## config.mk

```make
export PLATFORM = sky130hd
export DESIGN_NAME = add_and_bit_test_exec
export DESIGN_NICKNAME = d
export VERILOG_FILES = /design/src/hdl/add_and_bit_test_exec.v /design/src/hdl/exec_alu.v
export VERILOG_INCLUDE_DIRS = /design/src /design/src/shared
export SDC_FILE = /design/constraint.sdc
export NUM_CORES = 1
export LEC_CHECK = 0
export BUFFER_PORTS_ARGS = -buffer_cell sky130_fd_sc_hd__buf_4
export CAP_MARGIN = 5
export CORE_MARGIN = 2
export CORE_UTILIZATION = 50
export DETAILED_ROUTE_END_ITERATION = 16
export HOLD_SLACK_MARGIN = 0.05
export PLACE_DENSITY = 0.8
export SKIP_CTS_REPAIR_TIMING = 1
export SLEW_MARGIN = 10
export SYNTH_ARGS = -nofsm -noshare
export SYNTH_HDL_FRONTEND = slang
export SYNTH_SLANG_ARGS = --single-unit
```

## constraint.sdc

```tcl
create_clock -name clk -period 5.3 [get_ports clk]
set_clock_uncertainty 0.15 [all_clocks]
set_input_delay 0.53 -clock clk [delete_from_list [all_inputs] [get_ports clk]]
set_output_delay 0.53 -clock clk [all_outputs]
set_load 0.03 [all_outputs]
```

## src/shared/exec_defines.vh

```
`ifndef EXEC_DEFINES_VH
`define EXEC_DEFINES_VH

// ----------------------------------------
// Operation select codes (one-hot)
// ----------------------------------------
`define OP_WIDTH             8
`define OP_ADD_LIT           8'h01
`define OP_ADD_FILE          8'h02
`define OP_AND_LIT           8'h04
`define OP_AND_FILE          8'h08
`define OP_BIT_CLEAR         8'h10
`define OP_BIT_SET           8'h20
`define OP_SKIP_IF_CLEAR     8'h40
`define OP_SKIP_IF_SET       8'h80

// ----------------------------------------
// Datapath layout
// ----------------------------------------
`define DATA_WIDTH           8
`define ADDR_WIDTH           7
`define BITSEL_WIDTH         3
`define NIBBLE_TOP           3
`define BYTE_TOP             7
`define DEST_ACCUMULATOR     1'b0
`define DEST_FILE            1'b1

// ----------------------------------------
// Reset values
// ----------------------------------------
`define ACC_RESET            8'h00
`define BYTE_ZERO            8'h00
`define FLAG_RESET           1'b0

`endif

```

## src/hdl/add_and_bit_test_exec.v

```verilog
`timescale 1ns/10ps
`include "exec_defines.vh"

module add_and_bit_test_exec #(
	parameter DW = `DATA_WIDTH,
	parameter AW = `ADDR_WIDTH
) (
	// Clock and reset
	input  wire                     clk,
	input  wire                     nrst,
	// Instruction from decoder
	input  wire                     issue,
	input  wire [`OP_WIDTH-1:0]     op_select,
	input  wire [DW-1:0]            literal,
	input  wire [AW-1:0]            file_addr,
	input  wire                     dest_select,
	input  wire [`BITSEL_WIDTH-1:0] bit_select,
	// File register read data
	input  wire [DW-1:0]            file_rdata,
	input  wire                     file_is_port,
	input  wire [DW-1:0]            port_pins,
	// File register write
	output reg                      file_we,
	output reg  [AW-1:0]            file_waddr,
	output reg  [DW-1:0]            file_wdata,
	// Architectural state
	output reg  [DW-1:0]            accumulator,
	output reg                      carry_flag,
	output reg                      digit_carry_flag,
	output reg                      zero_flag,
	// Sequencing
	output reg                      busy,
	output reg                      discard_next,
	output reg                      no_operation,
	output reg                      done
);
	// ----------------------------------------
	// States
	// ----------------------------------------
	localparam ST_EXEC = 2'b01;
	localparam ST_NOP  = 2'b10;

	reg [1:0] state_q;
	reg [1:0] state_d;

	// ----------------------------------------
	// Decode helpers
	// ----------------------------------------
	function [DW-1:0] bit_mask;
		input [`BITSEL_WIDTH-1:0] pos;
		begin
			bit_mask = {{(DW-1){1'b0}}, 1'b1} << pos;
		end
	endfunction

	// Exact compares: an illegal multi-hot code does nothing
	function is_add;
		input [`OP_WIDTH-1:0] op;
		begin
			is_add = (op == `OP_ADD_LIT) || (op == `OP_ADD_FILE);
		end
	endfunction

	function is_and;
		input [`OP_WIDTH-1:0] op;
		begin
			is_and = (op == `OP_AND_LIT) || (op == `OP_AND_FILE);
		end
	endfunction

	function is_lit;
		input [`OP_WIDTH-1:0] op;
		begin
			is_lit = (op == `OP_ADD_LIT) || (op == `OP_AND_LIT);
		end
	endfunction

	function skip_hit;
		input [`OP_WIDTH-1:0] op;
		input                 bit_val;
		begin
			skip_hit = ((op == `OP_SKIP_IF_CLEAR) && !bit_val) ||
				((op == `OP_SKIP_IF_SET) && bit_val);
		end
	endfunction

	// ----------------------------------------
	// Operand and ALU
	// ----------------------------------------
	// Port registers reread the pins so an externally held level is written back
	wire [DW-1:0] file_src = file_is_port ? port_pins : file_rdata;
	wire          lit_op   = is_lit(op_select);
	wire          and_op   = is_and(op_select);
	wire [DW-1:0] opb      = lit_op ? literal : file_src;
	wire [DW-1:0] alu_res;
	wire          alu_c;
	wire          alu_dc;
	wire          alu_z;
	wire [DW-1:0] sel_mask = bit_mask(bit_select);
	wire          tested   = |(file_src & sel_mask);
	wire [DW-1:0] set_byte;
	wire [DW-1:0] clr_byte;

	// ----------------------------------------
	// Single-bit modify
	// ----------------------------------------
	// One lane per bit; untouched bits copy the source, pins included for ports
	genvar gi;
	generate
		for (gi = 0; gi < DW; gi = gi + 1) begin : g_lane
			assign set_byte[gi] = file_src[gi] | sel_mask[gi];
			assign clr_byte[gi] = file_src[gi] & ~sel_mask[gi];
		end
	endgenerate

	exec_alu #(
		.WIDTH(DW)
	) exec_alu_i (
		.opa       (accumulator),
		.opb       (opb),
		.do_and    (and_op),
		.result    (alu_res),
		.carry_out (alu_c),
		.digit_out (alu_dc),
		.zero_out  (alu_z)
	);

	always @* begin
		state_d = ST_EXEC;
		case (state_q)
			ST_EXEC: begin
				if (issue && skip_hit(op_select, tested))
					state_d = ST_NOP;
			end
			ST_NOP:  state_d = ST_EXEC;
			default: state_d = ST_EXEC;
		endcase
	end

	// ----------------------------------------
	// Execute
	// ----------------------------------------
	always @(posedge clk) begin
		if (!nrst) begin
			state_q          <= ST_EXEC;
			accumulator      <= `ACC_RESET;
			carry_flag       <= `FLAG_RESET;
			digit_carry_flag <= `FLAG_RESET;
			zero_flag        <= `FLAG_RESET;
			file_we          <= 1'b0;
			file_waddr       <= {AW{1'b0}};
			file_wdata       <= `BYTE_ZERO;
			busy             <= 1'b0;
			discard_next     <= 1'b0;
			no_operation     <= 1'b0;
			done             <= 1'b0;
		end else begin
			state_q      <= state_d;
			file_we      <= 1'b0;
			file_waddr   <= file_addr;
			discard_next <= 1'b0;
			done         <= 1'b0;
			busy         <= (state_d == ST_NOP);
			no_operation <= (state_q == ST_NOP);
			if (state_q == ST_NOP) begin
				// Instruction fetched during the skip is dropped whole
				done <= 1'b1;
			end else if (issue) begin
				done <= (state_d == ST_EXEC);
				discard_next <= (state_d == ST_NOP);
				case (op_select)
					`OP_ADD_LIT, `OP_AND_LIT: begin
						accumulator <= alu_res;
					end
					`OP_ADD_FILE, `OP_AND_FILE: begin
						if (dest_select == `DEST_FILE) begin
							file_we    <= 1'b1;
							file_wdata <= alu_res;
						end else begin
							accumulator <= alu_res;
						end
					end
					`OP_BIT_CLEAR: begin
						file_we    <= 1'b1;
						file_wdata <= clr_byte;
					end
					`OP_BIT_SET: begin
						file_we    <= 1'b1;
						file_wdata <= set_byte;
					end
					default: begin
					end
				endcase
				if (is_add(op_select)) begin
					carry_flag       <= alu_c;
					digit_carry_flag <= alu_dc;
					zero_flag        <= alu_z;
				end
				if (is_and(op_select))
					zero_flag <= alu_z;
			end
		end
	end
endmodule

```

## src/hdl/exec_alu.v

```verilog
`timescale 1ns/10ps
`include "exec_defines.vh"

// ----------------------------------------
// Combinational add / and unit
// ----------------------------------------
module exec_alu #(
	parameter WIDTH = `DATA_WIDTH
) (
	// Operands
	input  wire [WIDTH-1:0] opa,
	input  wire [WIDTH-1:0] opb,
	input  wire             do_and,
	// Results
	output reg  [WIDTH-1:0] result,
	output reg              carry_out,
	output reg              digit_out,
	output reg              zero_out
);
	reg [WIDTH:0] sum;
	reg [`NIBBLE_TOP+1:0] low;

	always @* begin
		sum       = {1'b0, opa} + {1'b0, opb};
		low       = {1'b0, opa[`NIBBLE_TOP:0]} + {1'b0, opb[`NIBBLE_TOP:0]};
		result    = do_and ? (opa & opb) : sum[WIDTH-1:0];
		carry_out = sum[WIDTH];
		digit_out = low[`NIBBLE_TOP+1];
		zero_out  = (result == {WIDTH{1'b0}});
	end
endmodule

```

==> out/qor_table.md, run 1 <==
| Step | Result | Value |
| --- | --- | --- |
| worst setup path | Worst Setup Start Kind | input pin |
| sta | Setup repair after global routing missed its margin | false |
| power | Power per cell area | 199 mW/mm^2 |
| worst setup path | Largest fanout of any net on the critical path | 8 |
| finish | Count of nets after finishing | 376 |
| finish | Diodes inserted | 0 |
| floorplanning | Core area | 0.00409 mm^2 |
| place | IO buf count | 77 |
| sta | Min cycle time layout | 4.24 ns |
| floorplanning | Site row count | 23 |
| logic synthesis | Prevailing post-synth register cell | dfxtp_1 |
| route | Number of design rule violations left after detail routing | 0 |
| power | Static leakage power | 1.19 nW |
| worst setup path | Path type of the worst setup path | in -> reg |
| sta | Max-Slew Margin vs Limit | 0.350 |
| cts | Number of clock sinks | 32 |
| cts | Clock tree root buffer cell | clkbuf_8 |
| sta | Aggregate negative setup slack | 0 ns |
| cts | Clock buffer depth | 2 |
| route | Number of DRC markers after the initial detailed-route iteration | 119 |
| global route | First-pass GRT wire length | 9.67 mm |
| logic synthesis | Syn Area/Cell | 8.67 um^2 |
| sta | Final worst path period share | 0.799 |
| route | Post-detailed-route via-to-cell ratio | 5.73 |
| worst setup path | CP Data Required Time | 5.35 ns |
| flow run | Number of max-cap violations | 0 |
| route | Final routed wire length divided by cell count | 15.5 um |
| global route | Pin count of the biggest net entering global routing | 20 |
| global route | Antenna violations before repair | 0 |
| finish | Fraction of the core area covered by cells at the end of the flow | 0.697 |
| cts | Clock tree from TritonCTS | done |
| hold path | Class of the most critical hold timing path | in -> reg |
| route | DR pass1 iterations | 4 |
| cts | Number of CTS-inserted buffers | 5 |
| floorplanning | Starting Density | 0.533 |
| logic synthesis | Distinct cell type count after synthesis | 52 |
| logic synthesis | Fraction of registers with async set/reset | 0 |
| cts | Insertion delay to the later sink of the worst-skew pair | 0.28 ns |
| floorplanning | Total die area | 0.00490 mm^2 |
| sta | Number of endpoints with negative hold slack in the final report | 0 |
| sta | Final max-slew violation count | 0 |
| power | Peak supply drop | 0.204 mV |
| sta | Slew @ Worst Pin | 0.971 ns |
| finish | Relative area change from synthesis to final layout | 30.7% |
| logic synthesis | Warnings, synthesis | 0 |
| cts | Clock transition time at the flip-flop clock pins of the worst setup and hold paths | 0.07 ns |
| global route | Grt ovf | 0 |
| power | Total power after layout | 0.000567 W |
| route | Vias after detailed routing | 2127 |
| sta | Highest attainable clock frequency | 0.236 GHz |
| floorplanning | Number of I/O pins | 78 |
| finish | Ratio of cells with drive above 1 in the final layout | 0.346 |
| worst setup path | Endpoint type of the worst setup path | flop |
| logic synthesis | Synth Instances | 251 |
| floorplanning | Chip Height | 70.0 um |
| logic synthesis | Synthesized netlist net count | 307 |
| cts | H-tree levels | 2 |
| global route | Number of global-route vias before repair | 2090 |
| finish | Number of filler instances in the final layout | 336 |
| logic synthesis | Number of flops mapped to enable cells by yosys | 0 |
| route | Final routed wirelength across all metal layers | 5.76 mm |
| logic synthesis | Register bit count reported by yosys | 32 |
| place | Final weighted congestion of routability-driven global placement | 0.858 |
| sta | Count of endpoints failing setup in the final report | 0 |
| route | Antenna violation net count after detailed routing | 0 |
| logic synthesis | Part of the Yosys area used for sequential elements | 0.294 |
| logic synthesis | Total standard cell area after synthesis | 0.00218 mm^2 |
| run status | Outcome | completed |
| global route | Total routing resource utilization after global routing | 0.243 |
| worst setup path | Arrival time worst endpoint | 4.29 ns |
| floorplanning | Die width | 70.0 um |
| place | Final HPWL from detailed placement | 4.37 mm |
[power breakdown]
group          leakage (nW)  total, W  switching (W)  internal (W)
combinational         0.886  0.000125      0.0000648     0.0000600
sequential            0.260  0.000246     0.00000153      0.000245
clock                0.0445  0.000196      0.0000910      0.000105
total                  1.19  0.000567       0.000157      0.000410
[synthesized netlist by cell type (all sizes together), types with 8 or more instances]
master / instances / area share
a21oi: 12 / 0.028
and2: 9 / 0.026
clkbuf: 13 / 0.022
dfxtp: 32 / 0.29
ha: 8 / 0.046
inv: 8 / 0.014
mux2: 17 / 0.088
mux2i: 8 / 0.037
nand2: 28 / 0.052
nand3: 8 / 0.018
nor2: 20 / 0.034
o21ai: 9 / 0.021
[per-layer routing]
metal,GRT usage,vias to the layer above,share of wire
met1,0.323,979,0.43
met2,0.399,86,0.48
met5,0,-,0
li1,-,1050,-
met3,0.0404,12,0.069
met4,0.0855,0,0.020
[per-stage QoR]
stage	setup slack, ns	hold WS, ns	area, um^2	cells
CTS	1.07	0.297	2850	371
floorplan	1.31	0.420	2180	251
global route	0.826	0.296	2850	371
finish	1.06	0.301	2850	371
global placement	0.929	0.297	2750	363
detailed placement	0.811	0.302	2750	363
[flip-flops by register name, indices dropped and copies added, names as in the netlist]
signal            cells
discard_next          1
file_we               1
accumulator           8
done                  1
state_q               1
busy                  1
file_waddr            7
file_wdata            8
zero_flag             1
digit_carry_flag      1
carry_flag            1
no_operation          1
[path summary, 6_finish.rpt]
kind                        end  slack (ns)  depth (start not counted)      startpoint
hold reg to reg   file_wdata[6]        0.31                          2   file_wdata[6]
hold / removal    file_waddr[4]        0.30                          2    file_addr[4]
setup reg to reg      zero_flag        2.64                          9  accumulator[0]
setup / recovery      zero_flag        1.06                         13    op_select[4]
[worst max-delay path, cell delays in order]
cell and delay (ns):
buf_4 0.12, or4_4 0.58, nor4_2 0.72, mux2_2 0.29, ha_1 0.22, inv_1 0.07, fa_1 0.39, nand2b_1 0.18
a211oi_1 0.29, o21a_1 0.21, o31ai_1 0.10, or2_2 0.35, o31ai_2 0.21
[layout make-up]
cell class | count | area, um^2 | share of cell area
Clock buffer | 7 | 86.3 | 0.0303
Clock inverter | 1 | 7.51 | 0.00264
Inverter | 9 | 33.8 | 0.0119
Multi-Input combinational cell | 195 | 1440 | 0.505
Sequential cell | 32 | 641 | 0.225
Tap cell | 50 | 62.6 | 0.0220
Timing Repair Buffer | 77 | 578 | 0.203
[placed cells by master (no fill, tap or decap), drive strengths merged, types with 4 or more instances in the layout]
cell type / synthesis / routed
mux2: 17 / 17
nand2: 28 / 28
a211oi: 6 / 6
xnor2: 5 / 5
buf: 2 / 77
nor2: 20 / 20
nor4: 4 / 4
o21ai: 9 / 9
o31ai: 4 / 4
clkbuf: 13 / 7
and2: 9 / 9
o211ai: 6 / 6
nand3: 8 / 8
ha: 8 / 8
mux2i: 8 / 8
dfxtp: 32 / 32
a21oi: 12 / 12
o21a: 4 / 4
nand2b: 5 / 5
inv: 8 / 8
[cell families (layout without fill, tap and decap cells)]
| kind of cell | count (synthesis) | in the layout | share of synthesized area |
|---|---|---|---|
| simple gates | 92 | 92 | 0.232 |
| compound gates | 59 | 59 | 0.196 |
| flops | 32 | 32 | 0.294 |
| mux | 27 | 27 | 0.145 |
| buf+inv | 24 | 94 | 0.0454 |
| fa+ha+maj | 9 | 9 | 0.0552 |
| xor+xnor | 8 | 8 | 0.0322 |
No activity file was read; power rests on OpenSTA's default activity.
==> run 2, diff against run 1 <==
clock period = 3.9 ns   (was 5.3 ns; I/O delays follow)
==> out/qor_table.md, run 2 (synthesis results as in run 1) <==
| Step | Result | Value | Delta |
| --- | --- | --- | --- |
| finish | Area of combinational cells with multiple inputs | 0.00144 mm^2 | unchanged |
| worst setup path | Worst r2r src | accumulator[0] | unchanged |
| route | Number of design rule violations left after detail routing | 0 | unchanged |
| cts | Number of clock sinks | 32 | unchanged |
| power | Total power after layout | 0.000747 W | was 0.000567 W |
| sta | Worst hold slack after final layout | 0.166 ns | was 0.301 ns |
| finish | Relative area change from synthesis to final layout | 31.8% | was 30.7% |
| cts | Clock buffer depth | 2 | unchanged |
| power | Net switching share of the total power | 0.279 | was 0.277 |
| route | Number of DRC markers after the initial detailed-route iteration | 114 | was 119 |
| worst setup path | Path type of the worst setup path | in -> reg | unchanged |
| power | Peak supply drop | 0.280 mV | was 0.204 mV |
| sta | Slew @ Worst Pin | 0.895 ns | was 0.971 ns |
| place | IO buf count | 77 | unchanged |
| sta | Highest attainable clock frequency | 0.283 GHz |  |
| global route | First-pass GRT wire length | 9.29 mm | was 9.67 mm |
| hold path | Hold worst-path end | file_waddr[1] | was file_waddr[4] |
| sta | Aggregate negative setup slack | 0 ns | unchanged |
| power | Cell-internal power | 0.000539 W | was 0.000410 W |
| route | Final routed wirelength across all metal layers | 5.66 mm | was 5.76 mm |
| finish | Most frequent standard cell in the layout excluding fill and tap cells | buf_4 | unchanged |
| floorplanning | Core area | 0.00409 mm^2 | unchanged |
| sta | Final worst path period share | 0.907 |  |
| global route | Pin count of the biggest net entering global routing | 20 | unchanged |
| sta | Post-route worst setup slack | 0.361 ns | was 1.06 ns |
| power | Power per cell area | 260 mW/mm^2 | was 199 mW/mm^2 |
| finish | Ratio of cells with drive above 1 in the final layout | 0.357 | was 0.346 |
| worst setup path | Endpoint type of the worst setup path | flop | unchanged |
| finish | Number of filler instances in the final layout | 347 | was 336 |
| floorplanning | Starting Density | 0.533 | unchanged |
| floorplanning | Site row count | 23 | unchanged |
| route | Final routed wire length divided by cell count | 15.1 um | was 15.5 um |
| flow run | Number of max-cap violations | 0 | unchanged |
| finish | Leading cell types in the layout, fill and taps excluded | buf_4, dfxtp_1, nand2_1 | unchanged |
| sta | Count of endpoints failing setup in the final report | 0 | unchanged |
| power | Net Sw Power | 0.000208 W | was 0.000157 W |
| floorplanning | Total die area | 0.00490 mm^2 | unchanged |
| global route | Antenna violations before repair | 0 | unchanged |
| global route | Number of global-route vias before repair | 2024 | was 2090 |
| cts | Clock tree root buffer cell | clkbuf_8 | unchanged |
| power | Relative contribution of combinational cells to total power | 0.228 | was 0.220 |
| sta | Number of endpoints with negative hold slack in the final report | 0 | unchanged |
| hold path | Class of the most critical hold timing path | in -> reg | unchanged |
| place | Final HPWL from detailed placement | 4.49 mm | was 4.37 mm |
| worst setup path | CP Data Required Time | 3.97 ns | was 5.35 ns |
| sta | Setup repair after global routing missed its margin | false | unchanged |
| run status | Outcome | completed | unchanged |
| hold path | Count of cells along the worst hold path | 2 | unchanged |
| worst setup path | Destination of the worst register-to-register timing path | zero_flag | unchanged |
| worst setup path | Cells along the critical path | buf_4 > or4_4 > nor4_2 > buf_4 > mux2_2 > ha_1 > a211o_1 > a211oi_1 > o31ai_1 > xnor2_1 > o21ai_0 > a41o_1 | was buf_4 > or4_4 > nor4_2 > mux2_2 > ha_1 > inv_1 > fa_1 > nand2b_1 > a211oi_1 > o21a_1 > o31ai_1 > or2_2 > o31ai_2 |
| route | Antenna violation net count after detailed routing | 0 | unchanged |
| cts | Clock transition time at the flip-flop clock pins of the worst setup and hold paths | 0.07 ns | about the same |
| cts | H-tree levels | 2 | unchanged |
| power | Clock network power share | 0.324 | was 0.346 |
| global route | Grt ovf | 0 | unchanged |
| global route | Total routing resource utilization after global routing | 0.232 | was 0.243 |
| worst setup path | Worst path top cell family by delay | compound AO/OA/AOI/OAI gates | was simple AND/OR/NAND/NOR gates |
| cts | Insertion delay to the later sink of the worst-skew pair | 0.27 ns | was 0.28 ns |
| floorplanning | Number of I/O pins | 78 | unchanged |
| floorplanning | Chip Height | 70.0 um | unchanged |
| worst setup path | Max stage delay on crit path | 0.53 ns | was 0.72 ns |
| cts | Number of CTS-inserted buffers | 5 | unchanged |
| worst setup path | Arrival time worst endpoint | 3.61 ns | was 4.29 ns |
| worst setup path | Flop-to-flop setup slack | 1.30 ns | was 2.64 ns |
| hold path | Startpoint of the most critical hold path | file_addr[1] | was file_addr[4] |
| worst setup path | Worst-path cell with the longest stage delay | or4_4 | was nor4_2 |
| floorplanning | Die width | 70.0 um | unchanged |
| finish | Biggest regs | accumulator x8, file_wdata x8, file_waddr x7 | unchanged |
| place | Post-placement setup slack | 0.0886 ns | was 0.811 ns |
| sta | Max-Slew Margin vs Limit | 0.401 | was 0.350 |
| place | Final weighted congestion of routability-driven global placement | 0.853 | was 0.858 |
| route | Vias after detailed routing | 2082 | was 2127 |
| cts | Clock tree from TritonCTS | done | unchanged |
| power | Proportion of power drawn by flip-flops and latches | 0.448 | was 0.434 |
| sta | Min cycle time layout | 3.54 ns |  |
| worst setup path | Worst Setup Start Kind | input pin | unchanged |
| power | Static leakage power | 1.21 nW | was 1.19 nW |
| worst setup path | Largest fanout of any net on the critical path | 5 | was 8 |
| route | Post-detailed-route via-to-cell ratio | 5.55 | was 5.73 |
| worst setup path | Number of cell instances on the worst register-to-register path | 9 | unchanged |
| route | DR pass1 iterations | 4 | unchanged |
| worst setup path | Most common cell type on the critical path | buf_4 |  |
| finish | Count of nets after finishing | 380 | was 376 |
| finish | Diodes inserted | 0 | unchanged |
| sta | Final max-slew violation count | 0 | unchanged |
| finish | FF/Latch Area | 641 um^2 | unchanged |
| worst setup path | Critical path buffer and inverter count | 2 | unchanged |
==> run 2: cell count changes in the layout (fill, tap and decap cells not counted), sizes merged <==
cell	previous run	this run
clkbuf	7	5
clkinvlp	1	0
clkinv	1	4
buf	77	81
==> run 2: worst max-delay path by stage <==
stage                       from       endpoint  slack (ns)  depth (start not counted)
finish              op_select[4]  file_wdata[7]        0.36                         12
global route        op_select[4]      zero_flag        0.19                         14
CTS                 op_select[4]  file_wdata[7]        0.38                         12
detailed placement  op_select[4]      zero_flag        0.09                         12
global placement    op_select[4]  file_wdata[7]        0.14                         12
floorplan           op_select[4]      zero_flag        0.05                         12
==> run 2: final cells by class <==
cell class                 instances  share of cell area
inverter                           9              0.0118
clock inverter                     3             0.00654
multi-input combinational        195               0.501
tap                               50              0.0218
sequential                        32               0.223
timing repair buffer              81               0.212
clock buffer                       5              0.0240
==> run 2: routing by layer <==
| metal | global-route usage | up-vias | share of wire |
|---|---|---|---|
| li1 | - | 1060 | - |
| met1 | 0.292 | 946 | 0.43 |
| met2 | 0.400 | 71 | 0.49 |
| met3 | 0.0462 | 5 | 0.074 |
| met4 | 0.0705 | 0 | 0.0088 |
| met5 | 0 | - | 0 |
==> run 2: per-stage QoR <==
stage          instance area (um^2)  instances  utilization
6_report                       2870        375        0.702
4_1_cts                        2870        375        0.702
5_1_grt                        2870        375        0.702
3_5_place_dp                   2780        367        0.681
3_3_place_gp                   2780        367        0.681
2_1_floorplan                  2180        251            -
==> run 2: worst reg2reg max path: stages, from the launching register on <==
cell and delay [ns]:
dfxtp_1 0.37, ha_1 0.23, inv_1 0.07, fa_1 0.39, nand2b_1 0.18, a211oi_1 0.28
o21a_1 0.19, o31ai_1 0.11, or2_2 0.33, o31ai_2 0.22
==> run 2: power by group through the flow <==
stage                     clock [W]  sequential, W  combinational (W)
final                      0.000242       0.000335           0.000170
after global routing       0.000263       0.000335           0.000186
after CTS                  0.000247       0.000334           0.000170
after detailed placement          0       0.000342           0.000169
after global placement            0       0.000342           0.000167
after floorplan                   0       0.000353          0.0000924
